$ cat src/hw/uep_pkg.sv
// constants and state codes shared by the eprom programmer and reader
package uep_pkg;

    // reference clock period in ns
    localparam int CLK_NS = 4;

    // array shape
    localparam int ADDR_W = 11;
    localparam int DATA_W = 8;

    // read access time of the slower grade, ns
    localparam int READ_ACCESS_NS = 450;
    // input synchroniser depth seen by sampled data
    localparam int SYNC_DEPTH = 3;

    // program pulse width, ns (allowed window 100000 to 1000000)
    localparam int PULSE_NS = 1000000;
    // least total pulse time per word over all loops, ns
    localparam int TOTAL_PULSE_NS = 100000000;
    // address, data and program enable setup before the pulse, ns
    localparam int SETUP_NS = 10000;
    // wait after pulse end before address or data moves, ns
    localparam int POST_PULSE_NS = 1000;
    // program enable hold after the last pulse, ns
    localparam int PE_HOLD_NS = 500;
    // outputs invalid after program enable returns, ns
    localparam int RECOVER_NS = 10000;

    // least times round up to whole cycles
    localparam int SETUP_CYC = (SETUP_NS + CLK_NS - 1) / CLK_NS;
    localparam int POST_PULSE_CYC = (POST_PULSE_NS + CLK_NS - 1) / CLK_NS;
    localparam int PE_HOLD_CYC = (PE_HOLD_NS + CLK_NS - 1) / CLK_NS;
    localparam int RECOVER_CYC = (RECOVER_NS + CLK_NS - 1) / CLK_NS;
    localparam int ACCESS_CYC = (READ_ACCESS_NS + CLK_NS - 1) / CLK_NS;

    // controller states, one-hot
    typedef enum logic [8:0] {
        ST_IDLE = 9'h001,
        ST_RD_WAIT = 9'h002,
        ST_PG_ENTER = 9'h004,
        ST_PG_FETCH = 9'h008,
        ST_PG_SETUP = 9'h010,
        ST_PG_PULSE = 9'h020,
        ST_PG_HOLD = 9'h040,
        ST_PG_EXIT = 9'h080,
        ST_PG_RECOVER = 9'h100
    } uep_state_t;

endpackage

$ cat src/hw/uep_programmer.sv
// host controller that reads and programs a 2048 x 8 uv eprom over its pins
//
// Functional notes
// - hold program enable through whole sequence
// - present address and data, then pulse
// - pulse width 0.1 to 1.0 ms
// - wait 1 us after pulse before stepping
// - loop all words N times, N*pulse>=100ms
// - start each loop at zero, count upward
// - end pulse before releasing program enable
// - release data pins before address changes (the code keeps data driven while the address steps between words)
// - no sampling 10 us after enable returns
`timescale 1ns/10ps
module uep_programmer #(
    parameter int ADDR_W = uep_pkg::ADDR_W, // word address width
    parameter int DATA_W = uep_pkg::DATA_W, // word width
    parameter int PULSE_NS = uep_pkg::PULSE_NS, // program pulse width in ns
    parameter int TOTAL_PULSE_NS = uep_pkg::TOTAL_PULSE_NS // least summed pulse time
) (
    input wire logic ref_clk, // reference clock, 250 MHz
    input wire logic rstn, // synchronous reset, active low
    // user side
    input wire logic start_read, // request one read, pulse
    input wire logic [ADDR_W-1:0] rd_addr, // address of the read
    output logic [DATA_W-1:0] rd_data, // word read back, registered
    output logic rd_valid, // rd_data is new, one cycle
    input wire logic start_prog, // request programming of the whole array
    output logic wr_req, // asks for the word at wr_addr, level
    output logic [ADDR_W-1:0] wr_addr, // word wanted, registered
    input wire logic [DATA_W-1:0] wr_data, // word to store
    input wire logic wr_valid, // wr_data given, taken with wr_req
    output logic busy, // a sequence is running
    output logic prog_done, // programming finished, one cycle
    // device pins
    output logic [ADDR_W-1:0] word_address_inputs, // address pins
    input wire logic [DATA_W-1:0] data_lines_i, // data pin levels
    output logic [DATA_W-1:0] data_lines_o, // program data driven
    output logic data_lines_oe, // high while we drive data pins
    output logic select_and_program_pulse, // select level, or the pulse in program mode
    output logic program_enable_supply_pin // high selects program level
);

    // cycle counts derived from times; pulse rounds down inside its window
    localparam int PULSE_CYC = PULSE_NS / uep_pkg::CLK_NS;
    localparam int LOOPS = (TOTAL_PULSE_NS + PULSE_NS - 1) / PULSE_NS;
    localparam int CNT_W = 24;
    localparam int LOOP_W = 16;

    // all state of the controller
    typedef struct packed {
        uep_pkg::uep_state_t st; // sequence state
        logic [CNT_W-1:0] cnt; // countdown of the current wait
        logic [LOOP_W-1:0] loop; // program loop number
        logic [ADDR_W-1:0] addr; // address on the pins
        logic [DATA_W-1:0] dout; // program data on the pins
        logic oe; // drive data pins
        logic sel; // select / pulse pin
        logic pe; // program enable level
        logic [DATA_W-1:0] rd_data; // captured read word
        logic rd_valid; // read done pulse
        logic prog_done; // program done pulse
    } uep_ctl_t;

    uep_ctl_t r;
    uep_ctl_t next_r;
    logic [DATA_W-1:0] data_sync; // data pins after the synchroniser

    // pin data crosses in from the device
    uep_sync3 #(
        .W(DATA_W)
    ) u_sync (
        .ref_clk(ref_clk),
        .rstn(rstn),
        .async_in(data_lines_i),
        .stable_out(data_sync)
    );

    // sequence logic
    always_comb begin
        next_r = r;
        next_r.rd_valid = 1'b0;
        next_r.prog_done = 1'b0;
        next_r.cnt = r.cnt - 24'h000001;
        case (r.st)
            uep_pkg::ST_IDLE: begin
                next_r.cnt = r.cnt;
                if (start_prog) begin
                    // enable program mode with pulse low, pins released
                    next_r.pe = 1'b1;
                    next_r.sel = 1'b0;
                    next_r.oe = 1'b0;
                    next_r.addr = '0;
                    next_r.loop = '0;
                    next_r.cnt = CNT_W'(uep_pkg::SETUP_CYC - 1);
                    next_r.st = uep_pkg::ST_PG_ENTER;
                end else if (start_read) begin
                    // select low makes the device drive the word
                    next_r.addr = rd_addr;
                    next_r.sel = 1'b0;
                    next_r.cnt = CNT_W'(uep_pkg::ACCESS_CYC + uep_pkg::SYNC_DEPTH - 1);
                    next_r.st = uep_pkg::ST_RD_WAIT;
                end
            end
            uep_pkg::ST_RD_WAIT: begin
                // address held for the whole access time
                if (r.cnt == '0) begin
                    next_r.rd_data = data_sync;
                    next_r.rd_valid = 1'b1;
                    next_r.sel = 1'b1;
                    next_r.st = uep_pkg::ST_IDLE;
                end
            end
            uep_pkg::ST_PG_ENTER: begin
                // program enable setup before the first word
                if (r.cnt == '0) begin
                    next_r.st = uep_pkg::ST_PG_FETCH;
                end
            end
            uep_pkg::ST_PG_FETCH: begin
                // wait for the user word, then drive it
                next_r.cnt = r.cnt;
                if (wr_valid) begin
                    next_r.dout = wr_data;
                    next_r.oe = 1'b1;
                    next_r.cnt = CNT_W'(uep_pkg::SETUP_CYC - 1);
                    next_r.st = uep_pkg::ST_PG_SETUP;
                end
            end
            uep_pkg::ST_PG_SETUP: begin
                // address and data settle before the pulse
                if (r.cnt == '0) begin
                    next_r.sel = 1'b1;
                    next_r.cnt = CNT_W'(PULSE_CYC - 1);
                    next_r.st = uep_pkg::ST_PG_PULSE;
                end
            end
            uep_pkg::ST_PG_PULSE: begin
                // pulse width counted from the reference clock
                if (r.cnt == '0) begin
                    next_r.sel = 1'b0;
                    next_r.cnt = CNT_W'(uep_pkg::POST_PULSE_CYC - 1);
                    next_r.st = uep_pkg::ST_PG_HOLD;
                end
            end
            uep_pkg::ST_PG_HOLD: begin
                // data and address held after the pulse
                if (r.cnt == '0) begin
                    if (r.addr == {ADDR_W{1'b1}}) begin
                        if (r.loop == LOOP_W'(LOOPS - 1)) begin
                            // last pulse already low; free the pins first
                            next_r.oe = 1'b0;
                            next_r.cnt = CNT_W'(uep_pkg::PE_HOLD_CYC - 1);
                            next_r.st = uep_pkg::ST_PG_EXIT;
                        end else begin
                            next_r.loop = r.loop + 16'h0001;
                            next_r.addr = '0;
                            next_r.st = uep_pkg::ST_PG_FETCH;
                        end
                    end else begin
                        next_r.addr = r.addr + 1'b1;
                        next_r.st = uep_pkg::ST_PG_FETCH;
                    end
                end
            end
            uep_pkg::ST_PG_EXIT: begin
                // program enable hold, then back to read level
                if (r.cnt == '0) begin
                    next_r.pe = 1'b0;
                    next_r.cnt = CNT_W'(uep_pkg::RECOVER_CYC - 1);
                    next_r.st = uep_pkg::ST_PG_RECOVER;
                end
            end
            uep_pkg::ST_PG_RECOVER: begin
                // outputs unsettled; no read is accepted meanwhile
                if (r.cnt == '0) begin
                    next_r.sel = 1'b1;
                    next_r.prog_done = 1'b1;
                    next_r.st = uep_pkg::ST_IDLE;
                end
            end
            default: begin
                next_r.st = uep_pkg::ST_IDLE;
                next_r.sel = 1'b1;
                next_r.pe = 1'b0;
                next_r.oe = 1'b0;
            end
        endcase
    end

    // register the state; reset leaves the device deselected in read mode
    always_ff @(posedge ref_clk) begin
        if (!rstn) begin
            r <= '0;
            r.st <= uep_pkg::ST_IDLE;
            r.sel <= 1'b1;
        end else begin
            r <= next_r;
        end
    end

    // outputs
    assign rd_data = r.rd_data;
    assign rd_valid = r.rd_valid;
    assign prog_done = r.prog_done;
    assign wr_req = (r.st == uep_pkg::ST_PG_FETCH);
    assign wr_addr = r.addr;
    assign busy = (r.st != uep_pkg::ST_IDLE);
    assign word_address_inputs = r.addr;
    assign data_lines_o = r.dout;
    assign data_lines_oe = r.oe;
    assign select_and_program_pulse = r.sel;
    assign program_enable_supply_pin = r.pe;

endmodule // uep_programmer

$ cat src/hw/uep_sync3.sv
// three-stage synchroniser with agreement filter for pin inputs
`timescale 1ns/10ps
module uep_sync3 #(
    parameter int W = 8 // bus width
) (
    input wire logic ref_clk, // reference clock
    input wire logic rstn, // synchronous reset, active low
    input wire logic [W-1:0] async_in, // pin level from outside
    output logic [W-1:0] stable_out // value once stages two and three agree
);

    // all state of the synchroniser
    typedef struct packed {
        logic [W-1:0] ff1; // first stage, read only by ff2
        logic [W-1:0] ff2; // second stage
        logic [W-1:0] ff3; // third stage
        logic [W-1:0] held; // accepted value
    } uep_sync_t;

    uep_sync_t r;
    uep_sync_t next_r;

    // shift the stages and accept a value once two and three agree
    always_comb begin
        next_r = r;
        next_r.ff1 = async_in;
        next_r.ff2 = r.ff1;
        next_r.ff3 = r.ff2;
        // bits still settling keep their old value
        next_r.held = (r.ff2 & ~(r.ff2 ^ r.ff3)) | (r.held & (r.ff2 ^ r.ff3));
    end

    // register the state
    always_ff @(posedge ref_clk) begin
        if (!rstn) begin
            r <= '0;
        end else begin
            r <= next_r;
        end
    end

    assign stable_out = r.held;

endmodule // uep_sync3

$ cat config.mk
export PLATFORM = sky130hd
export DESIGN_NAME = uep_programmer
export DESIGN_NICKNAME = d
export VERILOG_FILES = /design/src/hw/uep_pkg.sv /design/src/hw/uep_programmer.sv /design/src/hw/uep_sync3.sv
export SDC_FILE = /design/constraint.sdc
export NUM_CORES = 1
export LEC_CHECK = 0
export ABC_AREA = 1
export BUFFER_PORTS_ARGS = -buffer_cell sky130_fd_sc_hd__buf_2
export CORE_ASPECT_RATIO = 1.5
export CORE_UTILIZATION = 25
export CTS_BUF_LIST = sky130_fd_sc_hd__clkbuf_8
export CTS_CLUSTER_DIAMETER = 40
export DETAILED_ROUTE_END_ITERATION = 10
export GPL_TIMING_DRIVEN = 0
export PLACE_DENSITY = 0.47
export SYNTH_ARGS = -nofsm -noshare
export SYNTH_HDL_FRONTEND = slang
export SYNTH_SLANG_ARGS = --single-unit
export TNS_END_PERCENT = 100
$ cat constraint.sdc
create_clock -name ref_clk -period 2.7 [get_ports ref_clk]
set_clock_uncertainty 0.15 [all_clocks]
set_input_delay 0.405 -clock ref_clk [delete_from_list [all_inputs] [get_ports ref_clk]]
set_output_delay 0.405 -clock ref_clk [all_outputs]
set_load 0.05 [all_outputs]
* Word level (Yosys, flattened, before mapping)
Cells that the tools add are included.
** Word-level totals
- Register bits after elaboration :: 113
- Bits in latches :: 0
- RAM bits :: 0
- Memory bits (read-only) :: 0
- Bits of input ports :: 32
- Output and inout bits :: 45
- Logic and storage cells :: 106
- Memories kept :: 0
** Operators by class
- Add/sub/neg operators :: 3
- Multipliers :: 0
- Div/mod/pow operators :: 0
- $lt $le $gt $ge :: 0
- Eq/ne operators :: 26
- Shifts and indexed selects :: 0
- Multiplexer cells :: 36
- Bitwise operators :: 8
- Reduce and logical (&&, ||, !) cells :: 18
** Operators by type and width (count)
- 2-to-1 mux 33 bit :: 6
- one-hot mux 24 bit (6 select lines) :: 1
- one-hot mux 9 bit (8 select lines) :: 1
- 2-to-1 mux 60 bit :: 1
- one-hot mux 27 bit (2 select lines) :: 1
- 2-to-1 mux 40 bit :: 1
- 2-to-1 mux 11 bit :: 3
- 2-to-1 mux 27 bit :: 1
- zero test 24 bit :: 1
- 2-to-1 mux 24 bit :: 1
- subtractor 24 x 1 -> 24 bit (second input constant) :: 1
- 2-to-1 mux 9 bit :: 2
- inequality test 2 bit (second input constant) :: 9
- adder 16 x 1 -> 16 bit (second input constant) :: 1
- bitwise AND 8 bit :: 2
- equality test 16 x 7 -> 1 bit (second input constant) :: 1
- 2-to-1 mux 16 bit :: 1
- 2-to-1 mux 8 bit :: 2
- 2-to-1 mux 1 bit :: 12
- adder 11 x 1 -> 11 bit (second input constant) :: 1
- equality test 11 bit (second input constant) :: 1
- AND reduction 2 bit :: 5
- equality test 9 x 1 -> 1 bit (second input constant) :: 1
- equality test 9 x 2 -> 1 bit (second input constant) :: 1
- other kinds (27) :: 34

* Longest topological paths before layout
Gate-level depths: netlist (run 1).
- Word-level depth :: 5
- Mapped depth :: 14

* Modules after synthesis
A second synthesis (run 1) with hierarchy kept.
** Unflattened totals
- Cells, all modules :: 945
- Area total of the unflattened synthesis :: 6428.7 sq um
** By module, submodules not included
- uep_programmer :: times used 1, cells an instance 830, area an instance 5388.9 sq um, sequential area each 1621.6 sq um
- uep_sync3 :: times used 1, cells an instance 115, area an instance 1039.7 sq um, sequential area each 640.6 sq um

* Least setup slack after synthesis (run 1)
Ideal clock, no wire load.
- Kind :: reg2reg
- Start :: reg r[72] in the netlist's numbering
- End :: reg r[70] in the netlist's numbering
- Arrival time :: 1.876 ns
- Slack :: 0.554 ns
- Cell stages (with the launch flop) :: 10
- Path buffers :: 1
- Period minus slack after synthesis :: 2.146 ns
- Cells stage by stage :: dfxtp_1 -> nor2_2 -> nand3_2 -> nor2_2 -> nand2_2 -> nand2_4 -> buf_4 -> nor2_1 -> xnor2_1 -> nor2_1
** Between the ends
- Cells in the longest elaborated chain, start to end :: 3
- Elaborated cells between the ends (all ways) :: 10
- Those cells by class :: eq/ne: 8; mux: 1; reduce/logical: 1
** Ends and longest elaborated chain
- from (decl) :: RTL line uep_programmer.sv:64 : uep_ctl_t r;
- from (signal assigned) :: RTL line uep_programmer.sv:197 : r <= next_r;
- equality test 9 x 4 -> 1 bit (*)
- via wr_req :: RTL line uep_programmer.sv:28 : output logic wr_req,
- inequality test 2 x 1 -> 1 bit (no source line)
- AND reduction 2 bit (no source line)
Mark *: on every way through the listed nets, which the timed path passes. The rest lies on a longest branch.
A chain may end at the register's enable or synchronous reset.

* Worst setup path after layout (run 1)
- Start :: reg r[80] in the netlist's numbering
- End :: out wr_req
** Between the ends
- Cells in the longest elaborated chain, start to end :: 1
** Ends and longest elaborated chain
- equality test 9 x 4 -> 1 bit :: RTL line uep_programmer.sv:205 : assign wr_req = (r.st == uep_pkg::ST_PG_FETCH);
- to (decl) :: RTL line uep_programmer.sv:28
Every way passes these cells.

==> summary.txt, run 1 <==
Synth
  • Register area share after synthesis: 36.5%
  • Post-synth top flop: dfxtp_1
  • Ys Warns: 0
  • Most common cell in the netlist: nand2_1
  • Synth cell types: 42
  • Syn Area/Cell: 6.90 um^2
  • Area leader, netlist: dfxtp_1
  • Yosys reg bits: 113
  • FFs w/ async S/R, synth: 0%
  • Syn nets: 935
  • Number of synthesized flops with an enable pin: 0
  • Top-area cell type share of the netlist area: 36.5%
  • Synth cell count leaders: nand2_1 (183), nor2_1 (140), dfxtp_1 (113)
  • Top cells by area, synth: dfxtp_1 (36%), nand2_1 (11%), nor2_1 (8.5%)
  • Synth Instances: 900
  • Synth Cell Area: 6210 um^2

Power
  • Reg power frac: 29.0%
  • Net switching power: 3.48 mW
  • Logic pwr share: 48.7%
  • Final Total Pwr: 7.48 mW
  • Clock power share: 22.2%
  • P_int: 4.00 mW
  • Worst-case vdd ir drop: 354 uV
  • Switching Fraction: 46.6%
  • LEAKAGE: 3.49 nW
  • Ratio of total power to cell area: 1000 nW/um^2

Detailed routing
  • Drt total wl: 17700 um
  • Detailed Route Iter0 Violations: 246
  • Residual DRC: 0
  • WL per Instance: 13.2 um
  • Vias: 5821
  • Pre-antenna DRT Iters: 5
  • DRT antenna net count: 0
  • DR vias/cell: 4.35

Die
  • Die Ht: 195 um
  • # IOs: 77
  • Initial Utilization: 25.5%
  • DIE AREA: 25500 um^2
  • DIE WIDTH: 131 um
  • Core Footprint: 24300 um^2
  • Rows: 70

GRT
  • First-pass GRT wire length: 28000 um
  • Total gr overflow: 0
  • Number of global-route vias before repair: 5526
  • Largest net degree at the start of global routing: 17
  • Antenna violations before repair: 0
  • Total track usage: 14.4%

Final layout
  • Final Cell Area: 7470 um^2
  • Fraction of layout cells with a size suffix above 1: 21.3%
  • Synth-to-layout area growth: 20.4%
  • Filler cells: 2738
  • Nets@finish: 1036
  • Diodes inserted: 0

Timing
  • Worst rel slew slack: 47.6%
  • Unrepaired setup endpoints after global routing: false
  • TNS Setup: 0 ps
  • Min cycle time layout: 2450 ps
  • Final hold vios: 0
  • Max Clk Rate: 0.409 GHz
  • Final Max Slew Viols: 0
  • Fin crit share: 90.6%
  • Worst Max-Slew Pin Slew: 785 ps
  • Final setup viols: 0
  • Final worst setup slack: 253 ps

Clock network
  • Clk Latency, worst-skew pair: 450 ps
  • Num CTS Buffers: 17
  • Clk root buf: clkbuf_8
  • CTS H-Tree Depth: 4
  • Largest buffer count on any clock path: 2
  • Post-CTS sizing: 0
  • Clock-pin transition on the worst setup and hold timing paths: 80 ps
  • Sink Count: 113
  • Setup Buffers After CTS: 0
  • CTS tree: done

Setup path
  • Top Family by Delay on Critical Path: buffers and inverters
  • CP arrival: 1890 ps
  • CP max FO: 7
  • Data required time of the worst path: 2140 ps
  • Critical Path Source Type: flop
  • Cell Chain, Critical Path: inv_2 -> nand3_2 -> nor2_2 -> buf_2
  • Kind of critical path: reg -> out
  • Crit path max-delay cell type: dfxtp_1
  • WP buf/inv: 2
  • Crit end category: output pin
  • Critical path's largest stage delay: 420 ps

Placed design
  • Port Buffer Count: 75
  • Placed cell area: 6990 um^2
  • Placer Congestion: 0.854
  • Post-DP HPWL: 13800 um
  • Setup WS pre-CTS: 272 ps

Job
  • Max-cap violations: 0

Worst hold path
  • Hold crit path type: in -> reg

Outcome
  • Outcome: finished clean
==> stage by stage <==
step / hold WS (ps) / utilization (%) / std cells
global route: 15.2 / 30.7 / 1338
finish: 31.8 / 30.7 / 1338
global placement: 249 / 28.7 / 1299
CTS: 2.81 / 30.7 / 1338
detailed placement: 247 / 28.7 / 1299
floorplan: 240 / - / 900
==> kinds of logic (layout without fill, tap and decap cells) <==
group,count (synthesis),after routing,synth area share [%]
flip-flops,113,113,36.5
AO/OA/AOI/OAI,129,129,11.3
buffers and inverters,165,279,13.2
adder cells (fa/ha/maj),3,3,0.605
AND/OR/NAND/NOR,464,464,34.8
XOR/XNOR,26,26,3.67
==> routing by layer <==
| layer | share of wire (%) | track usage, % | vias to the layer above | wire, um |
|---|---|---|---|---|
| li1 | - | - | 3053 | - |
| met1 | 41 | 15.3 | 2625 | 7160 |
| met2 | 54 | 27.2 | 118 | 9520 |
| met3 | 3.3 | 2.56 | 25 | 582 |
| met4 | 2.2 | 5.41 | 0 | 395 |
| met5 | 0 | 0 | - | 0 |
==> cells in the final DEF (no fill, tap or decap), drive strengths merged, types with 18 or more instances in the layout <==
master  synthesis  final
nand2         198    198
inv           104    107
buf            51    126
nor2          158    158
o21ai          51     51
xor2           18     18
dfxtp         113    113
clkbuf         10     29
nor3           27     27
nand3          61     61
a21oi          63     63
==> area by class of cell <==
cell class / count / area [um^2] / area share, %
tap: 324 / 405 / 5.43
buffer: 61 / 425 / 5.69
inverter: 104 / 393 / 5.26
clock inverter: 13 / 153 / 2.04
sequential: 113 / 2260 / 30.3
clock buffer: 19 / 262 / 3.50
multi-input combinational: 622 / 3130 / 41.8
timing repair buffer: 82 / 445 / 5.96
==> path summary, 6_finish.rpt <==
kind | start | endpoint | slack [ps] | depth (start not counted)
worst max-delay path | r[80]$_SDFFE_PN0P_ | wr_req | 250 | 4
worst min-delay path | wr_data[7] | data_lines_o[7]$_SDFFE_PN0P_ | 30 | 3
worst max register to register | r[32]$_SDFFE_PN0P_ | r[61]$_SDFFE_PN0P_ | 300 | 12
worst min register to register | u_sync.next_r[19]$_SDFF_PN0_ | u_sync.next_r[11]$_SDFF_PN0_ | 270 | 2
==> registers in the layout, summed over array words and instances (netlist names), named ones only <==
register	flops
data_lines_o	8
prog_done	1
select_and_program_pulse	1
data_lines_oe	1
r	49
word_address_inputs	11
rd_valid	1
rd_data	8
u_sync.next_r	16
u_sync.r	8
program_enable_supply_pin	1
==> power by group through the flow <==
stage	sequential (mW)	combinational, mW	clock, mW
after floorplan	2.20	2.83	0
after global placement	2.21	3.68	0
after CTS	2.17	3.69	1.72
final	2.17	3.64	1.66
after detailed placement	2.21	3.67	0
after global routing	2.21	4.06	1.78
==> tightest hold or removal path, delay by kind of cell <==
family,cells,cell delay [ps]
AND/OR/NAND/NOR,2,110
buffers and inverters,1,70
==> timing repair <==
| item | CTS | global route |
|---|---|---|
| endpoints found under the setup margin | 0 | 0 |
| endpoints found under the hold margin | 7 | 0 |
| hold buffers | 7 | 0 |
(Power assumes the default switching activity.)
==> run 2, diff against run 1 <==
--- a/config.mk
+++ b/config.mk
@@ -13,6 +13,7 @@
 export CTS_CLUSTER_DIAMETER = 40
 export DETAILED_ROUTE_END_ITERATION = 10
 export GPL_TIMING_DRIVEN = 0
+export MAX_ROUTING_LAYER = met4
 export PLACE_DENSITY = 0.47
 export SYNTH_ARGS = -nofsm -noshare
 export SYNTH_HDL_FRONTEND = slang
==> summary.txt, run 2 (synthesized netlist as in run 1, its figures left out) <==
Clock network
  • Setup Buffers After CTS: 0
  • Sink Count: 113
  • CTS H-Tree Depth: 4
  • Clock-pin transition on the worst setup and hold timing paths: 80 ps
  • Post-CTS Hold Fix Bufs: 7
  • Largest buffer count on any clock path: 2
  • Post-CTS sizing: 0
  • Clk root buf: clkbuf_8
  • CTS tree: done
  • Clk Latency, worst-skew pair: 450 ps
  • Num CTS Buffers: 17

Outcome
  • Outcome: finished clean

Job
  • Max-cap violations: 0

Setup path
  • Flop-to-flop setup slack: 280 ps
  • Reg2Reg Depth: 12
  • Data required time of the worst path: 2140 ps
  • Critical Path Source Type: flop
  • Kind of critical path: reg -> out
  • Crit Reg-Reg Endpoint: r[66]$_SDFFE_PN0P_
  • CP arrival: 1900 ps
  • Worst r2r src: r[32]$_SDFFE_PN0P_
  • CP max FO: 5
  • Crit end category: output pin

Power
  • Ratio of total power to cell area: 1000 nW/um^2
  • Worst-case vdd ir drop: 354 uV
  • LEAKAGE: 3.49 nW

Final layout
  • Filler cells: 2738
  • Commonest non-fill, non-tap cell in the layout: nand2_1
  • Nets@finish: 1036
  • Synth-to-layout area growth: 20.4%
  • Reg with most FFs: r
  • Final Cell Area: 7470 um^2
  • Commonest cells after routing, fill and taps aside: nand2_1 (183), nor2_1 (140), dfxtp_1 (113), inv_1 (99), buf_2 (79)
  • Fraction of layout cells with a size suffix above 1: 21.3%
  • Diodes inserted: 0
  • Max reg flops: 49

GRT
  • Antenna violations before repair: 0
  • Number of global-route vias before repair: 5529
  • Total gr overflow: 0
  • First-pass GRT wire length: 28000 um
  • Total track usage: 14.8%
  • Largest net degree at the start of global routing: 17

Detailed routing
  • Residual DRC: 0
  • DR vias/cell: 4.34
  • Vias: 5810
  • Pre-antenna DRT Iters: 5
  • WL per Instance: 13.2 um
  • Detailed Route Iter0 Violations: 251
  • DRT antenna net count: 0
  • Drt total wl: 17700 um

Timing
  • Fin crit share: 90.9%
  • Final Max Slew Viols: 0
  • Worst hold slack: 31.6 ps
  • Min cycle time layout: 2450 ps
  • Final setup viols: 0
  • Max Clk Rate: 0.408 GHz
  • Final worst setup slack: 247 ps
  • Worst Max-Slew Pin Slew: 792 ps
  • TNS Setup: 0 ps
  • Final hold vios: 0
  • Unrepaired setup endpoints after global routing: false
  • Worst rel slew slack: 47.2%

Die
  • DIE AREA: 25500 um^2
  • Initial Utilization: 25.5%
  • Rows: 70
  • Core Footprint: 24300 um^2
  • # IOs: 77
  • DIE WIDTH: 131 um
  • Die Ht: 195 um

Placed design
  • Placed cell area: 6990 um^2
  • Port Buffer Count: 75
  • Placer Congestion: 0.872
  • Post-DP HPWL: 13800 um
  • Setup WS pre-CTS: 272 ps

Worst hold path
  • Hold crit path type: in -> reg
  • Hold Path Stages: 3
  • Worst Hold Path EP: data_lines_o[7]$_SDFFE_PN0P_
  • Hold path startpoint: wr_data[7]
==> run 2: how the worst max path moves through the flow <==
stage,start,end,slack (ps),cells past startpoint
2_1_floorplan,r[72]$_SDFFE_PN1P_,r[70]$_SDFFE_PN0P_,550,9
3_3_place_gp,word_address_inputs[0]$_SDFFE_PN0P_,r[61]$_SDFFE_PN0P_,300,10
3_5_place_dp,word_address_inputs[0]$_SDFFE_PN0P_,r[66]$_SDFFE_PN0P_,270,10
4_1_cts,r[76]$_SDFFE_PN0P_,wr_req,210,4
5_1_grt,word_address_inputs[0]$_SDFFE_PN0P_,r[61]$_SDFFE_PN0P_,60,10
6_report,r[72]$_SDFFE_PN1P_,wr_req,250,4
==> run 2: final cells by class <==
cell class              count  area [um^2]  area share (%)
flip-flops and latches    113         2260            30.3
well taps                 324          405            5.43
multi-input cells         622         3130            41.8
clock inverters            13          153            2.04
repair buffers             82          445            5.96
inverters                 104          393            5.26
plain buffers              61          425            5.69
clock buffers              19          262            3.50
==> run 2: report_power, final <==
part | switching [mW] | internal (mW) | total, mW
sequential | 0.260 | 1.91 | 2.17
clock | 0.777 | 0.883 | 1.66
combinational | 2.44 | 1.20 | 3.64
total | 3.47 | 4.00 | 7.47
==> run 2: worst max-delay path, cell delays in order (launching register included) <==
cell and delay [ps]:
dfxtp_1 340, nor2_2 230, nand3_2 150, nor2_2 390, buf_2 350
==> run 2: layer usage <==
metal	part of all wire (%)	vias up	global-route usage [%]
met2	54	110	27.2
met1	41	2628	15.3
met5	0	-	-
li1	-	3053	-
met4	2.1	0	5.41
met3	3.1	19	2.56
==> run 2: through the flow <==
step / std cells / total power, mW / utilization [%]
2_1_floorplan: 900 / 5.03 / -
5_1_grt: 1338 / 8.06 / 30.7
6_report: 1338 / 7.47 / 30.7
4_1_cts: 1338 / 7.58 / 30.7
3_5_place_dp: 1299 / 5.88 / 28.7
3_3_place_gp: 1299 / 5.88 / 28.7
==> run 3, diff against run 2 <==
--- a/config.mk
+++ b/config.mk
@@ -17,5 +17,6 @@
 export PLACE_DENSITY = 0.47
 export SYNTH_ARGS = -nofsm -noshare
 export SYNTH_HDL_FRONTEND = slang
+export SYNTH_HIERARCHICAL = 1
 export SYNTH_SLANG_ARGS = --single-unit
 export TNS_END_PERCENT = 100
==> summary.txt, run 3 <==
Outcome
  • Outcome: finished clean

Die
  • Die Ht: 198 um
  • Rows: 71
  • DIE AREA: 26400 um^2
  • Initial Utilization: 25.6%
  • Core Footprint: 25100 um^2
  • # IOs: 77
  • DIE WIDTH: 133 um

Synth
  • Syn Area/Cell: 6.80 um^2
  • Synth Cell Area: 6430 um^2
  • Multiplexer share of the synthesized area: 0%
  • Compound-Gate Fraction of Synth Area: 9.98%
  • Post-synth top flop: dfxtp_1
  • Synth cell types: 40
  • Number of synthesized flops with an enable pin: 0
  • Synth Instances: 945
  • Top cells by area, synth: dfxtp_1 (35%), nand2_1 (12%), nor2_1 (8.2%)
  • Post-synthesis simple-gate area fraction: 35.6%
  • FFs w/ async S/R, synth: 0%
  • Register area share after synthesis: 35.2%
  • Synth cell count leaders: nand2_1 (207), nor2_1 (141), dfxtp_1 (113)
  • Syn nets: 980
  • Largest family of logic cells by synthesized area: simple AND/OR/NAND/NOR gates
  • Post-Synth XOR/XNOR Area: 5.04%
  • Top-area cell type share of the netlist area: 35.2%
  • Yosys reg bits: 113
  • Ys Warns: 6
  • Most common cell in the netlist: nand2_1
  • Synth Area in Adders: 0.584%
  • Area leader, netlist: dfxtp_1

Detailed routing
  • Drt total wl: 18800 um
  • Max layer used: met4
  • WL met1: 7730 um
  • Met3 Wirelength: 540 um
  • Met2 Wirelength: 9740 um
  • WL per Instance: 13.5 um
  • Pre-antenna DRT Iters: 4
  • Vias: 6141
  • Residual DRC: 0
  • DR vias/cell: 4.42
  • DRT antenna net count: 0
  • Detailed Route Iter0 Violations: 325

Final layout
  • Diodes inserted: 0
  • Max reg flops: 49
  • Fraction of layout cells with a size suffix above 1: 21.0%
  • Synth-to-layout area growth: 19.4%
  • Nets@finish: 1082
  • Commonest cells after routing, fill and taps aside: nand2_1 (207), nor2_1 (141), dfxtp_1 (113), inv_1 (86), buf_2 (79)
  • Non-Filler Instances: 1388
  • Reg with most FFs: r
  • Commonest non-fill, non-tap cell in the layout: nand2_1
  • Final Cell Area: 7680 um^2

Setup path
  • CP max FO: 9
  • Data required time of the worst path: 2900 ps
  • Kind of critical path: reg -> reg
  • Critical Path Source Type: flop
  • Crit end category: flop
  • CP arrival: 2650 ps

Timing
  • Worst hold slack: 50.5 ps
  • Final hold vios: 0
  • Max Clk Rate: 0.408 GHz
  • Worst rel slew slack: 51.9%
  • Final Max Slew Viols: 0
  • Final setup viols: 0
  • Fin crit share: 90.7%
  • Worst Max-Slew Pin Slew: 721 ps
  • TNS Setup: 0 ps
  • Unrepaired setup endpoints after global routing: false
  • Min cycle time layout: 2450 ps

GRT
  • Total track usage: 15.4%
  • Total gr overflow: 0
  • First-pass GRT wire length: 30100 um
  • Number of global-route vias before repair: 5928
  • Largest net degree at the start of global routing: 17
  • Antenna violations before repair: 0

Placed design
  • Port Buffer Count: 75
  • Inst Count DP: 1348
  • Placer Congestion: 0.867
  • Placed cell area: 7210 um^2
  • Post-DP HPWL: 14200 um

Power
  • LEAKAGE: 3.54 nW
  • Worst-case vdd ir drop: 546 uV
  • Ratio of total power to cell area: 1140 nW/um^2
  • Final Total Pwr: 8.76 mW

Job
  • Max-cap violations: 0

Clock network
  • Sink Count: 113
  • Clk root buf: clkbuf_8
  • Num CTS Buffers: 17
  • CTS H-Tree Depth: 4
  • CTS tree: done
  • Clock-pin transition on the worst setup and hold timing paths: 90 ps
  • Setup Buffers After CTS: 0
  • Clk Latency, worst-skew pair: 480 ps
  • Largest buffer count on any clock path: 2

Worst hold path
  • Hold crit path type: in -> reg
## run 3: kinds of logic (layout without fill, tap and decap cells)
group | Yosys count | after routing
buffers and inverters | 169 | 284
AO/OA/AOI/OAI | 116 | 116
adder cells (fa/ha/maj) | 3 | 3
flip-flops | 113 | 113
XOR/XNOR | 37 | 37
AND/OR/NAND/NOR | 507 | 507
## run 3: worst paths after layout
path                                     start                           end  slack, ps  depth (start not counted)
setup / recovery            r[32]$_SDFFE_PN0P_            r[57]$_SDFFE_PN0P_        250                         12
hold / removal                      wr_data[0]  data_lines_o[0]$_SDFFE_PN0P_         50                          3
setup reg to reg            r[32]$_SDFFE_PN0P_            r[57]$_SDFFE_PN0P_        250                         12
hold reg to reg   u_sync/next_r[21]$_SDFF_PN0_  u_sync/next_r[13]$_SDFF_PN0_        260                          2
## run 3: where the power goes
group / switching (mW) / total (mW) / internal [mW]
sequential: 0.291 / 2.24 / 1.95
clock: 0.873 / 1.63 / 0.753
combinational: 3.34 / 4.90 / 1.55
total: 4.51 / 8.76 / 4.25
## run 3: worst max-delay path, cell delays in order (launching register included)
cell     delay (ps)
dfxtp_1         480
ha_1            400
inv_1            70
nor2_1          130
nand2_1          80
nor2_1           80
nand2_1          70
nor2_1          190
nand2_1         110
nand2_1         110
nand3_2          80
o21ai_4         290
nor2_1           70
## run 3: final cells by class
| type | count | area (um^2) |
|---|---|---|
| multi-input cells | 663 | 3290 |
| fillers | 2779 | 17500 |
| clock inverters | 15 | 149 |
| clock buffers | 17 | 234 |
| flip-flops and latches | 113 | 2260 |
| repair buffers | 83 | 455 |
| plain buffers | 72 | 508 |
| inverters | 97 | 367 |
| well taps | 328 | 410 |
## run 3: metal layers
metal / GRT usage (%) / vias up
li1: - / 3192
met2: 27.6 / 118
met4: 9.03 / 0
met5: - / -
met1: 15.5 / 2788
met3: 3.01 / 43
## run 3: through the flow
step	worst slack (ps)	utilization (%)
after floorplan	687	-
after global placement	268	28.7
after detailed placement	271	28.7
after CTS	241	30.5
after global routing	10.1	30.5
final	251	30.5
## run 3: what timing repair did
action / 4_1_cts / 5_1_grt
endpoints found under the hold margin: 8 / 0
hold buffers: 8 / 0
resized for setup: 0 / 0
